--- config.mk ---
export PLATFORM = sky130hd
export DESIGN_NAME = tpb_payload_builder
export DESIGN_NICKNAME = d
export VERILOG_FILES = /design/src/rtl/tpb_pkg.sv /design/src/rtl/tpb_slot_pool.sv /design/src/rtl/tpb_payload_builder.sv
export SDC_FILE = /design/constraint.sdc
export NUM_CORES = 1
export LEC_CHECK = 0
export BUFFER_PORTS_ARGS = -buffer_cell sky130_fd_sc_hd__buf_2
export CAP_MARGIN = 25
export CORE_UTILIZATION = 50
export DETAILED_ROUTE_END_ITERATION = 7
export PLACE_DENSITY_LB_ADDON = 0.2
export SKIP_CTS_REPAIR_TIMING = 1
export SLEW_MARGIN = 10
export SYNTH_ARGS = -nofsm -noshare
export SYNTH_HDL_FRONTEND = slang
export SYNTH_HIERARCHICAL = 1
export SYNTH_SLANG_ARGS = --single-unit
--- constraint.sdc ---
create_clock -name core_clk -period 11.03 [get_ports core_clk]
set_clock_uncertainty 0.2 [all_clocks]
set_input_delay 0.5515 -clock core_clk [delete_from_list [all_inputs] [get_ports core_clk]]
set_output_delay 0.5515 -clock core_clk [all_outputs]
set_load 0.01 [all_outputs]
--- src/rtl/tpb_pkg.sv ---
package tpb_pkg;
  // stage kinds
  typedef enum logic [2:0] {
    TPB_STAGE_VS = 3'h0,
    TPB_STAGE_GS = 3'h1,
    TPB_STAGE_CLIP = 3'h2,
    TPB_STAGE_SF = 3'h3,
    TPB_STAGE_WM = 3'h4
  } tpb_stage_t;

  // register byte offsets
  localparam logic [7:0] TPB_OFF_CTRL = 8'h00;
  localparam logic [7:0] TPB_OFF_SCR_BASE = 8'h04;
  localparam logic [7:0] TPB_OFF_SCR_SIZE = 8'h08;
  localparam logic [7:0] TPB_OFF_BIND = 8'h0C;
  localparam logic [7:0] TPB_OFF_SAMP = 8'h10;
  localparam logic [7:0] TPB_OFF_READ = 8'h14;
  localparam logic [7:0] TPB_OFF_DBG = 8'h18;
  localparam logic [7:0] TPB_OFF_STATUS = 8'h1C;

  // ctrl fields: [2:0] stage, [7:4] unit id, [15:8] start register
  localparam int TPB_CTRL_STAGE_LSB = 0;
  localparam int TPB_CTRL_UNIT_LSB = 4;
  localparam int TPB_CTRL_START_LSB = 8;
  // read fields: [7:0] const off, [15:8] const len, [23:16] vtx off, [31:24] vtx len
  localparam int TPB_RD_COFF_LSB = 0;
  localparam int TPB_RD_CLEN_LSB = 8;
  localparam int TPB_RD_VOFF_LSB = 16;
  localparam int TPB_RD_VLEN_LSB = 24;

  localparam logic [31:0] TPB_CTRL_RST = 32'h0000_0100;
  localparam logic [31:0] TPB_READ_RST = 32'h0100_0000;

  // header sizes in thread registers
  localparam logic [7:0] TPB_HDR_ONE = 8'h01;
  localparam logic [7:0] TPB_HDR_SF = 8'h03;
  localparam logic [7:0] TPB_HDR_WM = 8'h02;

  // granularities and codes
  localparam int TPB_GRAN64_SHIFT = 6;
  localparam logic [4:0] TPB_TOPO_STRIP = 5'h06;
  localparam logic [4:0] TPB_TOPO_STRIP_REV = 5'h12;
  localparam int TPB_SLOTS = 4;
  localparam int TPB_SLOT_W = 2;
  localparam logic [31:0] TPB_AXI_OKAY = 32'h0;
  localparam logic [1:0] TPB_RESP_OKAY = 2'h0;
  localparam logic [1:0] TPB_RESP_SLVERR = 2'h2;

  // header word kinds on the header output
  localparam logic [2:0] TPB_HW_IDS = 3'h0;
  localparam logic [2:0] TPB_HW_SCRATCH = 3'h1;
  localparam logic [2:0] TPB_HW_TABLES = 3'h2;
  localparam logic [2:0] TPB_HW_LINK0 = 3'h3;
  localparam logic [2:0] TPB_HW_LINK1 = 3'h4;
  localparam logic [2:0] TPB_HW_TOPO = 3'h5;
endpackage

--- src/rtl/tpb_slot_pool.sv ---
`timescale 1ns/1ps
`default_nettype none
// active-slot pool: lends slot indices, takes them back at end
module tpb_slot_pool
  import tpb_pkg::*;
(
  input wire logic core_clk,
  input wire logic srst,
  input wire logic alloc,
  input wire logic release_en,
  input wire logic [TPB_SLOT_W-1:0] release_idx,
  output logic any_free,
  output logic [TPB_SLOT_W-1:0] free_idx,
  output logic [TPB_SLOTS-1:0] busy
);
  logic [TPB_SLOTS-1:0] busy_q;
  logic [TPB_SLOTS-1:0] free_onehot;

  // lowest free slot wins
  always_comb begin
    free_onehot = '0;
    free_idx = '0;
    for (int i = TPB_SLOTS - 1; i >= 0; i--) begin
      if (!busy_q[i]) begin
        free_onehot = '0;
        free_onehot[i] = 1'b1;
        free_idx = TPB_SLOT_W'(i);
      end
    end
  end

  assign any_free = ~&busy_q;
  assign busy = busy_q;

  // per slot busy flag; allocation beats release of same slot
  genvar g;
  generate
    for (g = 0; g < TPB_SLOTS; g++) begin : g_slot
      always_ff @(posedge core_clk) begin
        if (srst) begin
          busy_q[g] <= 1'b0;
        end else if (alloc && any_free && free_onehot[g]) begin
          busy_q[g] <= 1'b1;
        end else if (release_en && release_idx == TPB_SLOT_W'(g)) begin
          busy_q[g] <= 1'b0;
        end
      end
    end
  endgenerate
endmodule
`default_nettype wire

--- src/rtl/tpb_payload_builder.sv ---
// The placing of the registers and register access over AXI4-Lite are this design's own decisions.
`timescale 1ns/1ps
`default_nettype none
// Summary of operation
// - own unit id in header; matched on snooped messages
// - snapshot flag set only on debug match
// - long-lived unique thread id apart from slot
// - slot index picks handle pool, frees scratch at end
// - scratch start is base plus slot times size
// - binding table as 64-byte granule offset
// - sampler table only for vertex, geometry, windower
// - entry link id per thread; flags entry writes
// - link pairs: one, vertex one or two, windower none
// - topology passed except vertex stage; strips may toggle
// - extended header for setup and windower
// - entry data at programmable start register
// - constant entry first, then primitive or vertex entries
// - handle, offset, length issued per entry
// - constant offset in rows from entry start
// - constant length in rows; zero reads nothing
// - same vertex offset for every vertex entry
// - payload from register zero, header first
// - header one register, setup three, windower two
module tpb_payload_builder
  import tpb_pkg::*;
(
  input wire logic core_clk,
  input wire logic srst,
  // axi4-lite slave
  input wire logic [7:0] s_axi_awaddr,
  input wire logic s_axi_awvalid,
  output logic s_axi_awready,
  input wire logic [31:0] s_axi_wdata,
  input wire logic [3:0] s_axi_wstrb,
  input wire logic s_axi_wvalid,
  output logic s_axi_wready,
  output logic [1:0] s_axi_bresp,
  output logic s_axi_bvalid,
  input wire logic s_axi_bready,
  input wire logic [7:0] s_axi_araddr,
  input wire logic s_axi_arvalid,
  output logic s_axi_arready,
  output logic [31:0] s_axi_rdata,
  output logic [1:0] s_axi_rresp,
  output logic s_axi_rvalid,
  input wire logic s_axi_rready,
  // dispatch request from the stage pipeline
  input wire logic disp_valid,
  output logic disp_ready,
  input wire logic [4:0] disp_topology,
  input wire logic disp_flip_strip,
  input wire logic disp_two_vertices,
  input wire logic [2:0] disp_vertex_count,
  input wire logic [15:0] disp_const_handle,
  input wire logic [15:0] disp_entry_handle0,
  input wire logic [15:0] disp_entry_handle1,
  input wire logic [7:0] disp_link_id0,
  input wire logic [7:0] disp_link_id1,
  // header words toward the thread register array
  output logic hdr_valid,
  output logic [2:0] hdr_kind,
  output logic [7:0] hdr_reg,
  output logic [31:0] hdr_word,
  // entry read sequences toward the shared subsystem
  output logic rd_valid,
  input wire logic rd_ready,
  output logic [15:0] rd_handle,
  output logic [7:0] rd_offset,
  output logic [7:0] rd_length,
  output logic [7:0] rd_dest_reg,
  output logic rd_swizzle,
  output logic disp_done,
  // message snoop toward the shared entry buffer
  input wire logic msg_valid,
  input wire logic [3:0] msg_unit_id,
  input wire logic [1:0] msg_slot,
  input wire logic [7:0] msg_link_id,
  input wire logic msg_alloc,
  input wire logic msg_eot,
  output logic own_write_seen,
  output logic [7:0] own_write_link,
  output logic alloc_req,
  output logic [1:0] alloc_pool,
  output logic scratch_free
);
  typedef enum logic [2:0] {
    TPB_IDLE = 3'b000,
    TPB_HDR = 3'b001,
    TPB_CONST = 3'b011,
    TPB_VERT = 3'b010,
    TPB_DONE = 3'b110
  } tpb_state_t;

  logic [31:0] ctrl_q, scr_base_q, scr_size_q, bind_q, samp_q, read_q, dbg_q;
  logic [15:0] thread_id_q;
  logic [15:0] snap_cnt_q;
  logic aw_hold_q, w_hold_q;
  logic [7:0] aw_addr_q;
  logic [31:0] w_data_q;
  logic [3:0] w_strb_q;
  tpb_state_t state_q;
  logic [2:0] hdr_idx_q;
  logic [2:0] vtx_idx_q;
  logic [2:0] vtx_total_q;
  logic [7:0] dest_q;
  logic [1:0] slot_q;
  logic snap_q;
  logic [4:0] topo_q;
  logic [15:0] ch_q, eh0_q, eh1_q;
  logic [7:0] l0_q, l1_q;
  logic pool_free;
  logic [1:0] pool_idx;
  logic [TPB_SLOTS-1:0] pool_busy;

  tpb_stage_t stage;
  logic [3:0] unit_id;
  logic [7:0] start_reg, c_off, c_len, v_off, v_len, hdr_size;
  logic take;
  logic [2:0] hdr_last;

  assign stage = tpb_stage_t'(ctrl_q[TPB_CTRL_STAGE_LSB +: 3]);
  assign unit_id = ctrl_q[TPB_CTRL_UNIT_LSB +: 4];
  assign start_reg = ctrl_q[TPB_CTRL_START_LSB +: 8];
  assign c_off = read_q[TPB_RD_COFF_LSB +: 8];
  assign c_len = read_q[TPB_RD_CLEN_LSB +: 8];
  assign v_off = read_q[TPB_RD_VOFF_LSB +: 8];
  assign v_len = read_q[TPB_RD_VLEN_LSB +: 8];
  assign take = disp_valid && disp_ready;

  // header length per stage; setup and windower extension puts the topology word in register 1
  always_comb begin
    unique case (stage)
      TPB_STAGE_SF: hdr_size = TPB_HDR_SF;
      TPB_STAGE_WM: hdr_size = TPB_HDR_WM;
      default: hdr_size = TPB_HDR_ONE;
    endcase
  end

  // last header word; vertex stage has no topology word
  always_comb begin
    unique case (stage)
      TPB_STAGE_VS: hdr_last = TPB_HW_LINK1;
      default: hdr_last = TPB_HW_TOPO;
    endcase
  end

  tpb_slot_pool u_pool (
    .core_clk(core_clk),
    .srst(srst),
    .alloc(take),
    .release_en(msg_valid && msg_eot && msg_unit_id == unit_id),
    .release_idx(msg_slot),
    .any_free(pool_free),
    .free_idx(pool_idx),
    .busy(pool_busy)
  );

  // write side: answer once address and data are both held
  always_ff @(posedge core_clk) begin
    if (srst) begin
      aw_hold_q <= 1'b0;
      w_hold_q <= 1'b0;
      aw_addr_q <= 8'h00;
      w_data_q <= 32'h0000_0000;
      w_strb_q <= 4'h0;
      s_axi_bvalid <= 1'b0;
      s_axi_bresp <= TPB_RESP_OKAY;
    end else begin
      if (s_axi_awvalid && s_axi_awready) begin
        aw_hold_q <= 1'b1;
        aw_addr_q <= s_axi_awaddr;
      end
      if (s_axi_wvalid && s_axi_wready) begin
        w_hold_q <= 1'b1;
        w_data_q <= s_axi_wdata;
        w_strb_q <= s_axi_wstrb;
      end
      if (aw_hold_q && w_hold_q && !s_axi_bvalid) begin
        aw_hold_q <= 1'b0;
        w_hold_q <= 1'b0;
        s_axi_bvalid <= 1'b1;
        s_axi_bresp <= (aw_addr_q <= TPB_OFF_DBG && aw_addr_q[1:0] == 2'h0) ?
                       TPB_RESP_OKAY : TPB_RESP_SLVERR;
      end else if (s_axi_bvalid && s_axi_bready) begin
        s_axi_bvalid <= 1'b0;
      end
    end
  end

  assign s_axi_awready = !aw_hold_q && !s_axi_bvalid;
  assign s_axi_wready = !w_hold_q && !s_axi_bvalid;

  function automatic logic [31:0] tpb_merge(logic [31:0] o, logic [31:0] n, logic [3:0] s);
    logic [31:0] r;
    r = o;
    for (int b = 0; b < 4; b++) begin
      if (s[b]) begin
        r[8*b +: 8] = n[8*b +: 8];
      end
    end
    return r;
  endfunction

  // register writes
  always_ff @(posedge core_clk) begin
    if (srst) begin
      ctrl_q <= TPB_CTRL_RST;
      scr_base_q <= 32'h0000_0000;
      scr_size_q <= 32'h0000_0000;
      bind_q <= 32'h0000_0000;
      samp_q <= 32'h0000_0000;
      read_q <= TPB_READ_RST;
      dbg_q <= 32'h0000_0000;
    end else if (aw_hold_q && w_hold_q && !s_axi_bvalid) begin
      unique case (aw_addr_q)
        TPB_OFF_CTRL: ctrl_q <= tpb_merge(ctrl_q, w_data_q, w_strb_q);
        TPB_OFF_SCR_BASE: scr_base_q <= tpb_merge(scr_base_q, w_data_q, w_strb_q);
        TPB_OFF_SCR_SIZE: scr_size_q <= tpb_merge(scr_size_q, w_data_q, w_strb_q);
        TPB_OFF_BIND: bind_q <= tpb_merge(bind_q, w_data_q, w_strb_q);
        TPB_OFF_SAMP: samp_q <= tpb_merge(samp_q, w_data_q, w_strb_q);
        TPB_OFF_READ: read_q <= tpb_merge(read_q, w_data_q, w_strb_q);
        TPB_OFF_DBG: dbg_q <= tpb_merge(dbg_q, w_data_q, w_strb_q);
        default: ;
      endcase
    end
  end

  // read side: answer the cycle after the address
  always_ff @(posedge core_clk) begin
    if (srst) begin
      s_axi_rvalid <= 1'b0;
      s_axi_rdata <= 32'h0000_0000;
      s_axi_rresp <= TPB_RESP_OKAY;
    end else if (s_axi_arvalid && s_axi_arready) begin
      s_axi_rvalid <= 1'b1;
      s_axi_rresp <= TPB_RESP_OKAY;
      unique case (s_axi_araddr)
        TPB_OFF_CTRL: s_axi_rdata <= ctrl_q;
        TPB_OFF_SCR_BASE: s_axi_rdata <= scr_base_q;
        TPB_OFF_SCR_SIZE: s_axi_rdata <= scr_size_q;
        TPB_OFF_BIND: s_axi_rdata <= bind_q;
        TPB_OFF_SAMP: s_axi_rdata <= samp_q;
        TPB_OFF_READ: s_axi_rdata <= read_q;
        TPB_OFF_DBG: s_axi_rdata <= dbg_q;
        TPB_OFF_STATUS: s_axi_rdata <= {thread_id_q, 8'h00, 1'b0, state_q, pool_busy};
        default: begin
          s_axi_rdata <= TPB_AXI_OKAY;
          s_axi_rresp <= TPB_RESP_SLVERR;
        end
      endcase
    end else if (s_axi_rvalid && s_axi_rready) begin
      s_axi_rvalid <= 1'b0;
    end
  end

  assign s_axi_arready = !s_axi_rvalid;

  // dispatch accepted only when idle and a slot is free
  assign disp_ready = (state_q == TPB_IDLE) && pool_free;

  // sequencer: header, constant entry, then entries
  always_ff @(posedge core_clk) begin
    if (srst) begin
      state_q <= TPB_IDLE;
      hdr_idx_q <= 3'h0;
      vtx_idx_q <= 3'h0;
      vtx_total_q <= 3'h0;
      dest_q <= 8'h00;
    end else begin
      unique case (state_q)
        TPB_IDLE: begin
          if (take) begin
            state_q <= TPB_HDR;
            hdr_idx_q <= TPB_HW_IDS;
            vtx_idx_q <= 3'h0;
            dest_q <= start_reg;
            if (stage == TPB_STAGE_WM) begin
              vtx_total_q <= 3'h1; // one primitive entry
            end else if (stage == TPB_STAGE_VS) begin
              vtx_total_q <= disp_two_vertices ? 3'h2 : 3'h1;
            end else begin
              vtx_total_q <= disp_vertex_count;
            end
          end
        end
        TPB_HDR: begin
          if (hdr_idx_q == hdr_last) begin
            state_q <= (c_len != 8'h00) ? TPB_CONST : TPB_VERT;
          end else begin
            hdr_idx_q <= hdr_idx_q + 3'h1;
          end
        end
        TPB_CONST: begin
          if (rd_ready) begin
            state_q <= TPB_VERT;
            dest_q <= dest_q + c_len;
          end
        end
        TPB_VERT: begin
          if (vtx_idx_q == vtx_total_q) begin
            state_q <= TPB_DONE;
          end else if (rd_ready) begin
            vtx_idx_q <= vtx_idx_q + 3'h1;
            dest_q <= dest_q + v_len;
          end
        end
        TPB_DONE: state_q <= TPB_IDLE;
        default: state_q <= TPB_IDLE;
      endcase
    end
  end

  // per-dispatch captured fields
  always_ff @(posedge core_clk) begin
    if (srst) begin
      slot_q <= 2'h0;
      snap_q <= 1'b0;
      topo_q <= 5'h00;
      ch_q <= 16'h0000;
      eh0_q <= 16'h0000;
      eh1_q <= 16'h0000;
      l0_q <= 8'h00;
      l1_q <= 8'h00;
    end else if (take) begin
      slot_q <= pool_idx;
      // debug match: enable bit 31, period in low bits
      snap_q <= dbg_q[31] && (snap_cnt_q == dbg_q[15:0]);
      if (disp_flip_strip && disp_topology == TPB_TOPO_STRIP) begin
        topo_q <= TPB_TOPO_STRIP_REV;
      end else if (disp_flip_strip && disp_topology == TPB_TOPO_STRIP_REV) begin
        topo_q <= TPB_TOPO_STRIP;
      end else begin
        topo_q <= disp_topology;
      end
      ch_q <= disp_const_handle;
      eh0_q <= disp_entry_handle0;
      eh1_q <= disp_entry_handle1;
      l0_q <= disp_link_id0;
      l1_q <= disp_link_id1;
    end
  end

  // thread id free-runs per dispatch; wraps only after 65536 threads
  always_ff @(posedge core_clk) begin
    if (srst) begin
      thread_id_q <= 16'h0000;
      snap_cnt_q <= 16'h0000;
    end else if (take) begin
      thread_id_q <= thread_id_q + 16'h0001;
      snap_cnt_q <= (snap_q || snap_cnt_q == dbg_q[15:0]) ? 16'h0000 : snap_cnt_q + 16'h0001;
    end
  end

  // header word output
  always_ff @(posedge core_clk) begin
    if (srst) begin
      hdr_valid <= 1'b0;
      hdr_kind <= 3'h0;
      hdr_reg <= 8'h00;
      hdr_word <= 32'h0000_0000;
    end else begin
      hdr_valid <= 1'b0;
      if (state_q == TPB_HDR) begin
        hdr_kind <= hdr_idx_q;
        hdr_reg <= (hdr_idx_q == TPB_HW_TOPO && hdr_size > TPB_HDR_ONE) ? 8'h01 : 8'h00;
        unique case (hdr_idx_q)
          TPB_HW_IDS: begin
            hdr_valid <= 1'b1;
            hdr_word <= {thread_id_q - 16'h0001, 5'h00, snap_q, slot_q, 4'h0, unit_id};
          end
          TPB_HW_SCRATCH: begin
            hdr_valid <= 1'b1;
            hdr_word <= scr_base_q + 32'(slot_q) * scr_size_q;
          end
          TPB_HW_TABLES: begin
            hdr_valid <= 1'b1;
            hdr_word[15:0] <= bind_q[TPB_GRAN64_SHIFT +: 16];
            hdr_word[31:16] <= (stage inside {TPB_STAGE_VS, TPB_STAGE_GS, TPB_STAGE_WM}) ?
                               samp_q[TPB_GRAN64_SHIFT +: 16] : 16'h0000;
          end
          TPB_HW_LINK0: begin
            hdr_valid <= (stage != TPB_STAGE_WM);
            hdr_word <= {l0_q, 8'h00, eh0_q};
          end
          TPB_HW_LINK1: begin
            hdr_valid <= (stage == TPB_STAGE_VS) && (vtx_total_q == 3'h2);
            hdr_word <= {l1_q, 8'h00, eh1_q};
          end
          TPB_HW_TOPO: begin
            hdr_valid <= (stage != TPB_STAGE_VS);
            hdr_word <= {27'h0, topo_q};
          end
          default: hdr_valid <= 1'b0;
        endcase
      end
    end
  end

  // entry read request, held while waiting for ready
  always_comb begin
    rd_valid = 1'b0;
    rd_handle = 16'h0000;
    rd_offset = 8'h00;
    rd_length = 8'h00;
    if (state_q == TPB_CONST) begin
      rd_valid = 1'b1;
      rd_handle = ch_q;
      rd_offset = c_off;
      rd_length = c_len;
    end else if (state_q == TPB_VERT && vtx_idx_q != vtx_total_q) begin
      rd_valid = 1'b1;
      rd_handle = (vtx_idx_q == 3'h0) ? eh0_q : eh1_q;
      rd_offset = v_off;
      rd_length = v_len;
    end
  end
  assign rd_dest_reg = dest_q;
  assign rd_swizzle = (stage == TPB_STAGE_VS);
  assign disp_done = (state_q == TPB_DONE);

  // snoop of messages to the shared entry buffer
  always_ff @(posedge core_clk) begin
    if (srst) begin
      own_write_seen <= 1'b0;
      own_write_link <= 8'h00;
      alloc_req <= 1'b0;
      alloc_pool <= 2'h0;
      scratch_free <= 1'b0;
    end else begin
      own_write_seen <= msg_valid && msg_unit_id == unit_id;
      own_write_link <= msg_link_id;
      alloc_req <= msg_valid && msg_unit_id == unit_id && msg_alloc;
      alloc_pool <= msg_slot;
      scratch_free <= msg_valid && msg_unit_id == unit_id && msg_eot;
    end
  end
endmodule
`default_nettype wire

==> key figures, run 1 <==
Clock tree
  – Clk sink count: 484
  – Clock transition at path regs: 60 ps
  – TritonCTS Buffers: 51
  – # H-tree levels: 2
  – Clock Path Buffers: 3
  – CTS root buf: clkbuf_16
  – Insertion delay to the later sink of the worst-skew pair: 630 ps
  – CTS tree: done

Cells and area
  – Ratio of cells with drive above 1 in the final layout: 14.0%
  – Fin cells: 3789
  – Post-layout nets: 3372
  – Antenna cell count: 0
  – Synth-to-Final Area Change: 17.0%

Critical path
  – Critical path class: flip-flop to flip-flop
  – Cell family with most CP delay: simple AND/OR/NAND/NOR gates
  – Worst-path cell chain: clkinv_1 -> ha_1 -> buf_4 -> or4_1 -> nand2_1 -> nand2_1 -> a311oi_2 -> nand2_1 -> o21ai_2
  – Crit Path Max Fanout: 22
  – R2r setup slk: 6680 ps
  – Crit path max-delay cell type: or4_1
  – Slowest stage delay, CP: 810 ps
  – CP required: 11380 ps
  – CP arrival: 4690 ps
  – R2R depth: 9
  – Critical Path Source Type: flip-flop
  – Most frequent CP cell: nand2_1
  – Worst Setup End Kind: flip-flop
  – Buffers & Inverters on Critical Path: 2
  – Reg-to-Reg Start: hdr_idx_q[2]$_SDFFE_PP0P_
  – Worst R2R End: hdr_word[31]$_SDFFE_PP0P_

Synthesis
  – Mapped Area: 0.0244 mm2
  – Top cell type's share of synthesized area: 39.7%
  – Adder-cell area share of the yosys netlist: 5.08%
  – Post-Synth Simple-Gate Area: 17.7%
  – Synth Warn #: 6
  – Post-synthesis compound-gate area fraction: 15.0%
  – Sequential fraction of the synthesis area: 39.7%
  – Synth Instances: 2901
  – Async SR Flop Fraction: 0%
  – Number of enable flip-flop cells after synthesis: 0
  – Most used DFF post-synth: dfxtp_1
  – Mux share of post-synthesis cell area: 13.6%
  – Largest cells by area after synthesis: dfxtp_1 (40%), mux2i_1 (11%), nand2_1 (6.9%), nor2_1 (5.7%), a21oi_1 (4.6%)
  – Synth unique cells: 78
  – Combinational family with the most area after synthesis: simple AND/OR/NAND/NOR gates
  – Yosys reg bits: 484
  – Synthesized area per cell: 8.42 um2
  – Synth Area in XOR/XNOR: 3.55%
  – Largest area contributor in the netlist: dfxtp_1

Timing
  – Final hold slack: -30.1 ps
  – Period minus WS final: 4350 ps
  – Worst setup margin: 6680 ps
  – RSZ-0062 raised after global routing: no
  – Slew Limit Headroom: 34.6%
  – Fin crit share: 39.4%
  – Worst Tran Pin Value: 978 ps
  – Slew Viols, Final: 0
  – Final Hold Viols: 19
  – Setup violators final: 0
  – Maximum clock frequency: 230 MHz
  – Setup tns final: 0 ps

Floorplan
  – Die Area: 0.0497 mm2
  – Total core area: 0.0479 mm2
  – IO Pins: 294
  – Chip height: 223 um
  – Row count: 80
  – Die X: 223 um
  – Initial core utilization: 50.9%

Routing
  – DR vias/cell: 5.98
  – # DRC: 0
  – DR WL/cell: 22.1 um
  – Via count of the routed design: 22700
  – Total wire length: 83.8 mm
  – Drt pass-1 iters: 6
  – Initial DRC count: 2339
  – Final ANT Viol Nets: 0

Pwr
  – Peak supply drop: 0.122 mV
  – P per Cell Area: 164 mW/mm2
  – Total leakage power: 13.2 nW

Placed design
  – HPWL after DPL: 61.1 mm
  – Port buffer count: 284
  – GP Congestion: 0.938
  – Post-placement cell count: 3615
  – Post-Place Setup Slack: 6450 ps

Status
  – Failing checks: negative hold slack
  – Status: complete, but fails checks

GRT
  – Initial antenna violation count: 1
  – Total global routing overflow: 0
  – Vias in the first global route: 20800
  – Total track usage: 32.4%
  – First-pass GRT wire length: 125 mm
  – Largest net degree at the start of global routing: 177

Min path
  – Type of the worst min-delay path: input port to flip-flop
  – Worst hold path endpoint: aw_addr_q[4]$_SDFFE_PP0P_
  – Hold Crit Depth: 3
  – Beginning of the worst hold path: s_axi_awaddr[4]

Run
  – Max Cap Viol: 0
-- cells in the mapped netlist, types with 14 or more instances --
cell type  instances
buf_1             45
a22oi_1           55
a22o_1            18
a221oi_1          16
a21o_1            19
o211ai_1          19
a222oi_1          19
inv_1            104
o21ai_0           83
a31oi_1           16
o22ai_1           19
ha_1              48
mux2_2            19
nand3_1           28
mux2i_1          280
a211oi_1          16
clkbuf_1         165
nor2b_1           20
nor2_1           369
nand4_1           28
nor3_1            39
xnor2_1           55
xor2_1            44
nand2_1          448
and2_1            20
a21oi_1          223
fa_1              32
mux4_2            14
dfxtp_1          484
-- kinds of logic (layout without fill, tap and decap cells) --
family / after synthesis / after routing
AND/OR/NAND/NOR: 1019 / 1019
AO/OA/AOI/OAI: 574 / 574
flip-flops: 484 / 484
buffers and inverters: 331 / 596
multiplexers: 313 / 313
XOR/XNOR: 99 / 99
adder cells (fa/ha/maj): 80 / 80
other: 1 / 9
-- through the flow --
step	hold slack (ps)	util [%]	instance area [um2]	power, mW
6_report	-30.1	59.6	28600	4.69
5_1_grt	-0.763	59.6	28600	4.87
4_1_cts	-100	57.7	27700	4.67
3_5_place_dp	244	54.3	26000	2.94
3_3_place_gp	237	54.3	26000	2.92
2_1_floorplan	232	-	24400	2.60
-- cell type report --
type	count	area, um2
Multi-Input combinational cell	2094	13500
Inverter	107	402
Clock buffer	73	1470
Timing Repair Buffer	402	2560
Clock inverter	14	186
Sequential cell	484	9690
Fill cell	4302	19400
Tap cell	615	769
-- where the power goes --
group	switching (mW)	leakage (nW)	total, mW	internal [mW]
Combinational	0.601	8.45	0.928	0.327
Sequential	0.142	3.92	2.02	1.88
Clock	0.744	0.820	1.74	0.997
-- layout by cell type, fill, tap and decap left out, types with 20 or more instances in the layout --
cell / count
a21oi_1: 223
dlygate4sd3_1: 84
mux2i_1: 280
nor3_1: 38
o21ai_0: 83
and2_1: 20
nand3_1: 28
fa_1: 32
buf_4: 30
ha_1: 48
buf_2: 283
a22oi_1: 55
nand4_1: 28
nor2_1: 369
xnor2_1: 55
nand2_1: 447
inv_1: 104
clkbuf_16: 51
xor2_1: 44
dfxtp_1: 484
-- worst reg2reg max path, delay by kind of cell, from the launching register on --
kind	cells	cell delay (ps)
flops	1	540
fa+ha+maj	1	390
compound gates	2	620
simple gates	4	1950
buf+inv	2	580
-- layer usage --
| metal | wire, um | vias up | global-route usage (%) |
|---|---|---|---|
| li1 | - | 10500 | - |
| met1 | 37400 | 10900 | 47.1 |
| met2 | 36100 | 1123 | 48.4 |
| met3 | 7210 | 175 | 4.31 |
| met4 | 2990 | 2 | 12.8 |
| met5 | 11 | - | 0 |
-- worst max path at each step --
stage / from / to / slack, ps / depth (start not counted)
after detailed placement: slot_q[1]$_SDFFE_PP0P_ / hdr_word[30]$_SDFFE_PP0P_ / 6450 / 11
after global routing: hdr_idx_q[2]$_SDFFE_PP0P_ / hdr_word[31]$_SDFFE_PP0P_ / 6430 / 9
after CTS: slot_q[1]$_SDFFE_PP0P_ / hdr_word[30]$_SDFFE_PP0P_ / 6460 / 11
after floorplan: slot_q[1]$_SDFFE_PP0P_ / hdr_word[28]$_SDFFE_PP0P_ / 7470 / 14
after global placement: slot_q[1]$_SDFFE_PP0P_ / hdr_word[30]$_SDFFE_PP0P_ / 6550 / 12
final: hdr_idx_q[2]$_SDFFE_PP0P_ / hdr_word[31]$_SDFFE_PP0P_ / 6680 / 9
(Power assumes the default switching activity.)
==> run 2, diff against run 1 <==
clock period = 4.4 ns   (was 11.03 ns; I/O delays follow)
==> run 2 against run 1 <==
The run still ends with negative hold slack left. Wire length increased by 4.6%. First-iteration DRC count increased by 1.5%. Flip-flop and latch count unchanged. Non-clock buffer count increased by 115. Clock power increased to 2.8 times the previous value. Largest cell class unchanged.
==> key figures, run 2 (synthesis gave the netlist of run 1 again) <==
Clock tree
  – # H-tree levels: 2
  – CTS tree: done
  – Clock transition at path regs: 60 ps
  – Clock Path Buffers: 3
  – Clk sink count: 484
  – CTS root buf: clkbuf_16
  – Insertion delay to the later sink of the worst-skew pair: 630 ps
  – TritonCTS Buffers: 51

Cells and area
  – Reg area: 0.00969 mm2
  – Antenna cell count: 0
  – Multi-input gate area: 0.0135 mm2
  – Filler cells: 4077
  – Post-layout nets: 3487
  – Commonest non-fill, non-tap cell in the layout: dfxtp_1
  – Ratio of cells with drive above 1 in the final layout: 14.3%
  – Post-route cell area: 0.0299 mm2
  – Final core utilization: 62.4%
  – Most frequent cells in the layout: dfxtp_1 (484), nand2_1 (447), nor2_1 (369)
  – Fin cells: 3912
  – Synth-to-Final Area Change: 22.5%

Routing
  – Total wire length: 87.6 mm
  – # DRC: 0
  – DR WL/cell: 22.4 um
  – Drt pass-1 iters: 6
  – Initial DRC count: 2373
  – DR vias/cell: 5.92
  – Final ANT Viol Nets: 0
  – Via count of the routed design: 23100

Min path
  – Beginning of the worst hold path: s_axi_awvalid
  – Type of the worst min-delay path: input port to flip-flop
  – Hold Crit Depth: 4
  – Worst hold path endpoint: aw_hold_q$_SDFFE_PP0P_

Critical path
  – Crit Path Max Fanout: 30
  – Reg-to-Reg Start: slot_q[0]$_SDFFE_PP0P_
  – R2r setup slk: 370 ps
  – Most frequent CP cell: a21oi_1
  – Critical path class: flip-flop to flip-flop
  – Worst-path cell chain: buf_4 -> nand2_1 -> fa_1 -> inv_1 -> ha_1 -> a21o_1 -> a21oi_1 -> a2111oi_0 -> a211o_1 -> o22ai_1 -> or4_1 -> a21oi_1 -> o21ai_1
  – CP required: 4700 ps
  – Crit path max-delay cell type: a2111oi_0
  – Critical Path Source Type: flip-flop
  – Worst Setup End Kind: flip-flop
  – Worst R2R End: hdr_word[30]$_SDFFE_PP0P_
  – CP arrival: 4330 ps
  – Slowest stage delay, CP: 620 ps
  – R2R depth: 13

GRT
  – Largest net degree at the start of global routing: 168
  – Initial antenna violation count: 4
  – Vias in the first global route: 21000
  – Total global routing overflow: 0
  – Total track usage: 33.2%
  – First-pass GRT wire length: 128 mm

Pwr
  – Total leakage power: 13.9 nW
  – Total power: 12.4 mW
  – Comb power frac: 20.4%
  – Net Sw Frac: 30.9%
  – Power Internal: 8.56 mW
  – Peak supply drop: 0.285 mV
  – Clock share of power: 38.9%
  – Seq pwr share: 40.7%
  – NetSw: 3.83 mW
  – P per Cell Area: 414 mW/mm2

Floorplan
  – Die X: 223 um
  – Row count: 80
  – Die Area: 0.0497 mm2
  – Chip height: 223 um
  – IO Pins: 294
  – Total core area: 0.0479 mm2
  – Initial core utilization: 50.9%

Timing
  – Worst Tran Pin Value: 1050 ps
  – Slew Viols, Final: 0
  – Fin crit share: 91.6%
  – Worst setup margin: 370 ps
  – Final Hold Viols: 5
  – RSZ-0062 raised after global routing: no
  – Maximum clock frequency: 248 MHz
  – Setup violators final: 0
  – Period minus WS final: 4030 ps
  – Slew Limit Headroom: 29.5%
  – Final hold slack: -63.2 ps
  – Setup tns final: 0 ps

Placed design
  – HPWL after DPL: 62.5 mm
  – Post-placement cell count: 3633
  – Port buffer count: 284
  – Post-Place Setup Slack: 411 ps
  – Placed cell areas: 0.0262 mm2
  – GP Congestion: 0.950

Status
  – Status: complete, but fails checks
  – Failing checks: negative hold slack

Run
  – Max Cap Viol: 0
==> run 2: changes by cell type in the layout (fill, tap and decap cells not counted), moves of 2 or more <==
| cell | before | now |
|---|---|---|
| buf_12 | 1 | 3 |
| dlygate4sd3_1 | 84 | 184 |
| clkinv_2 | 6 | 10 |
| buf_4 | 30 | 45 |
| clkbuf_1 | 11 | 7 |
| buf_8 | 4 | 2 |
| clkbuf_8 | 11 | 15 |
| inv_6 | 3 | 0 |
| bufinv_16 | 3 | 8 |
==> run 2: final cells by class <==
class                   instances  area share (%)
inverters                     107            1.34
multi-input cells            2094            45.1
repair buffers                517            12.3
clock inverters                21            1.17
clock buffers                  74            5.13
flip-flops and latches        484            32.4
well taps                     615            2.57
==> run 2: how the worst max path moves through the flow <==
| stage | startpoint | slack (ps) | to |
|---|---|---|---|
| floorplan | slot_q[1]$_SDFFE_PP0P_ | 840 | hdr_word[28]$_SDFFE_PP0P_ |
| global placement | slot_q[0]$_SDFFE_PP0P_ | 430 | hdr_word[30]$_SDFFE_PP0P_ |
| detailed placement | slot_q[0]$_SDFFE_PP0P_ | 410 | hdr_word[30]$_SDFFE_PP0P_ |
| CTS | slot_q[0]$_SDFFE_PP0P_ | 390 | hdr_word[30]$_SDFFE_PP0P_ |
| global route | slot_q[1]$_SDFFE_PP0P_ | 130 | hdr_word[31]$_SDFFE_PP0P_ |
| finish | slot_q[0]$_SDFFE_PP0P_ | 370 | hdr_word[30]$_SDFFE_PP0P_ |
==> run 2: metal layers <==
metal  track usage (%)  share of wire (%)  vias to the layer above
li1                  -                  -                    10700
met1              47.4                 44                    11100
met2              50.4                 44                     1127
met3              5.22                8.3                      176
met4              12.2                3.6                        6
met5                 0              0.045                        -
==> run 2: worst max-delay path: cells and delay by family (launching register included) <==
kind / cells / cell delay, ps
simple gates: 2 / 560
compound gates: 7 / 1520
fa+ha+maj: 2 / 870
buf+inv: 2 / 370
flops: 1 / 380
==> run 2: power groups by stage <==
stage	registers (mW)	clock network (mW)	logic, mW
after global placement	5.11	0	2.28
after CTS	5.03	4.85	2.32
final	5.04	4.82	2.53
after detailed placement	5.13	0	2.31
after floorplan	5.04	0	1.49
after global routing	5.08	5.03	2.75
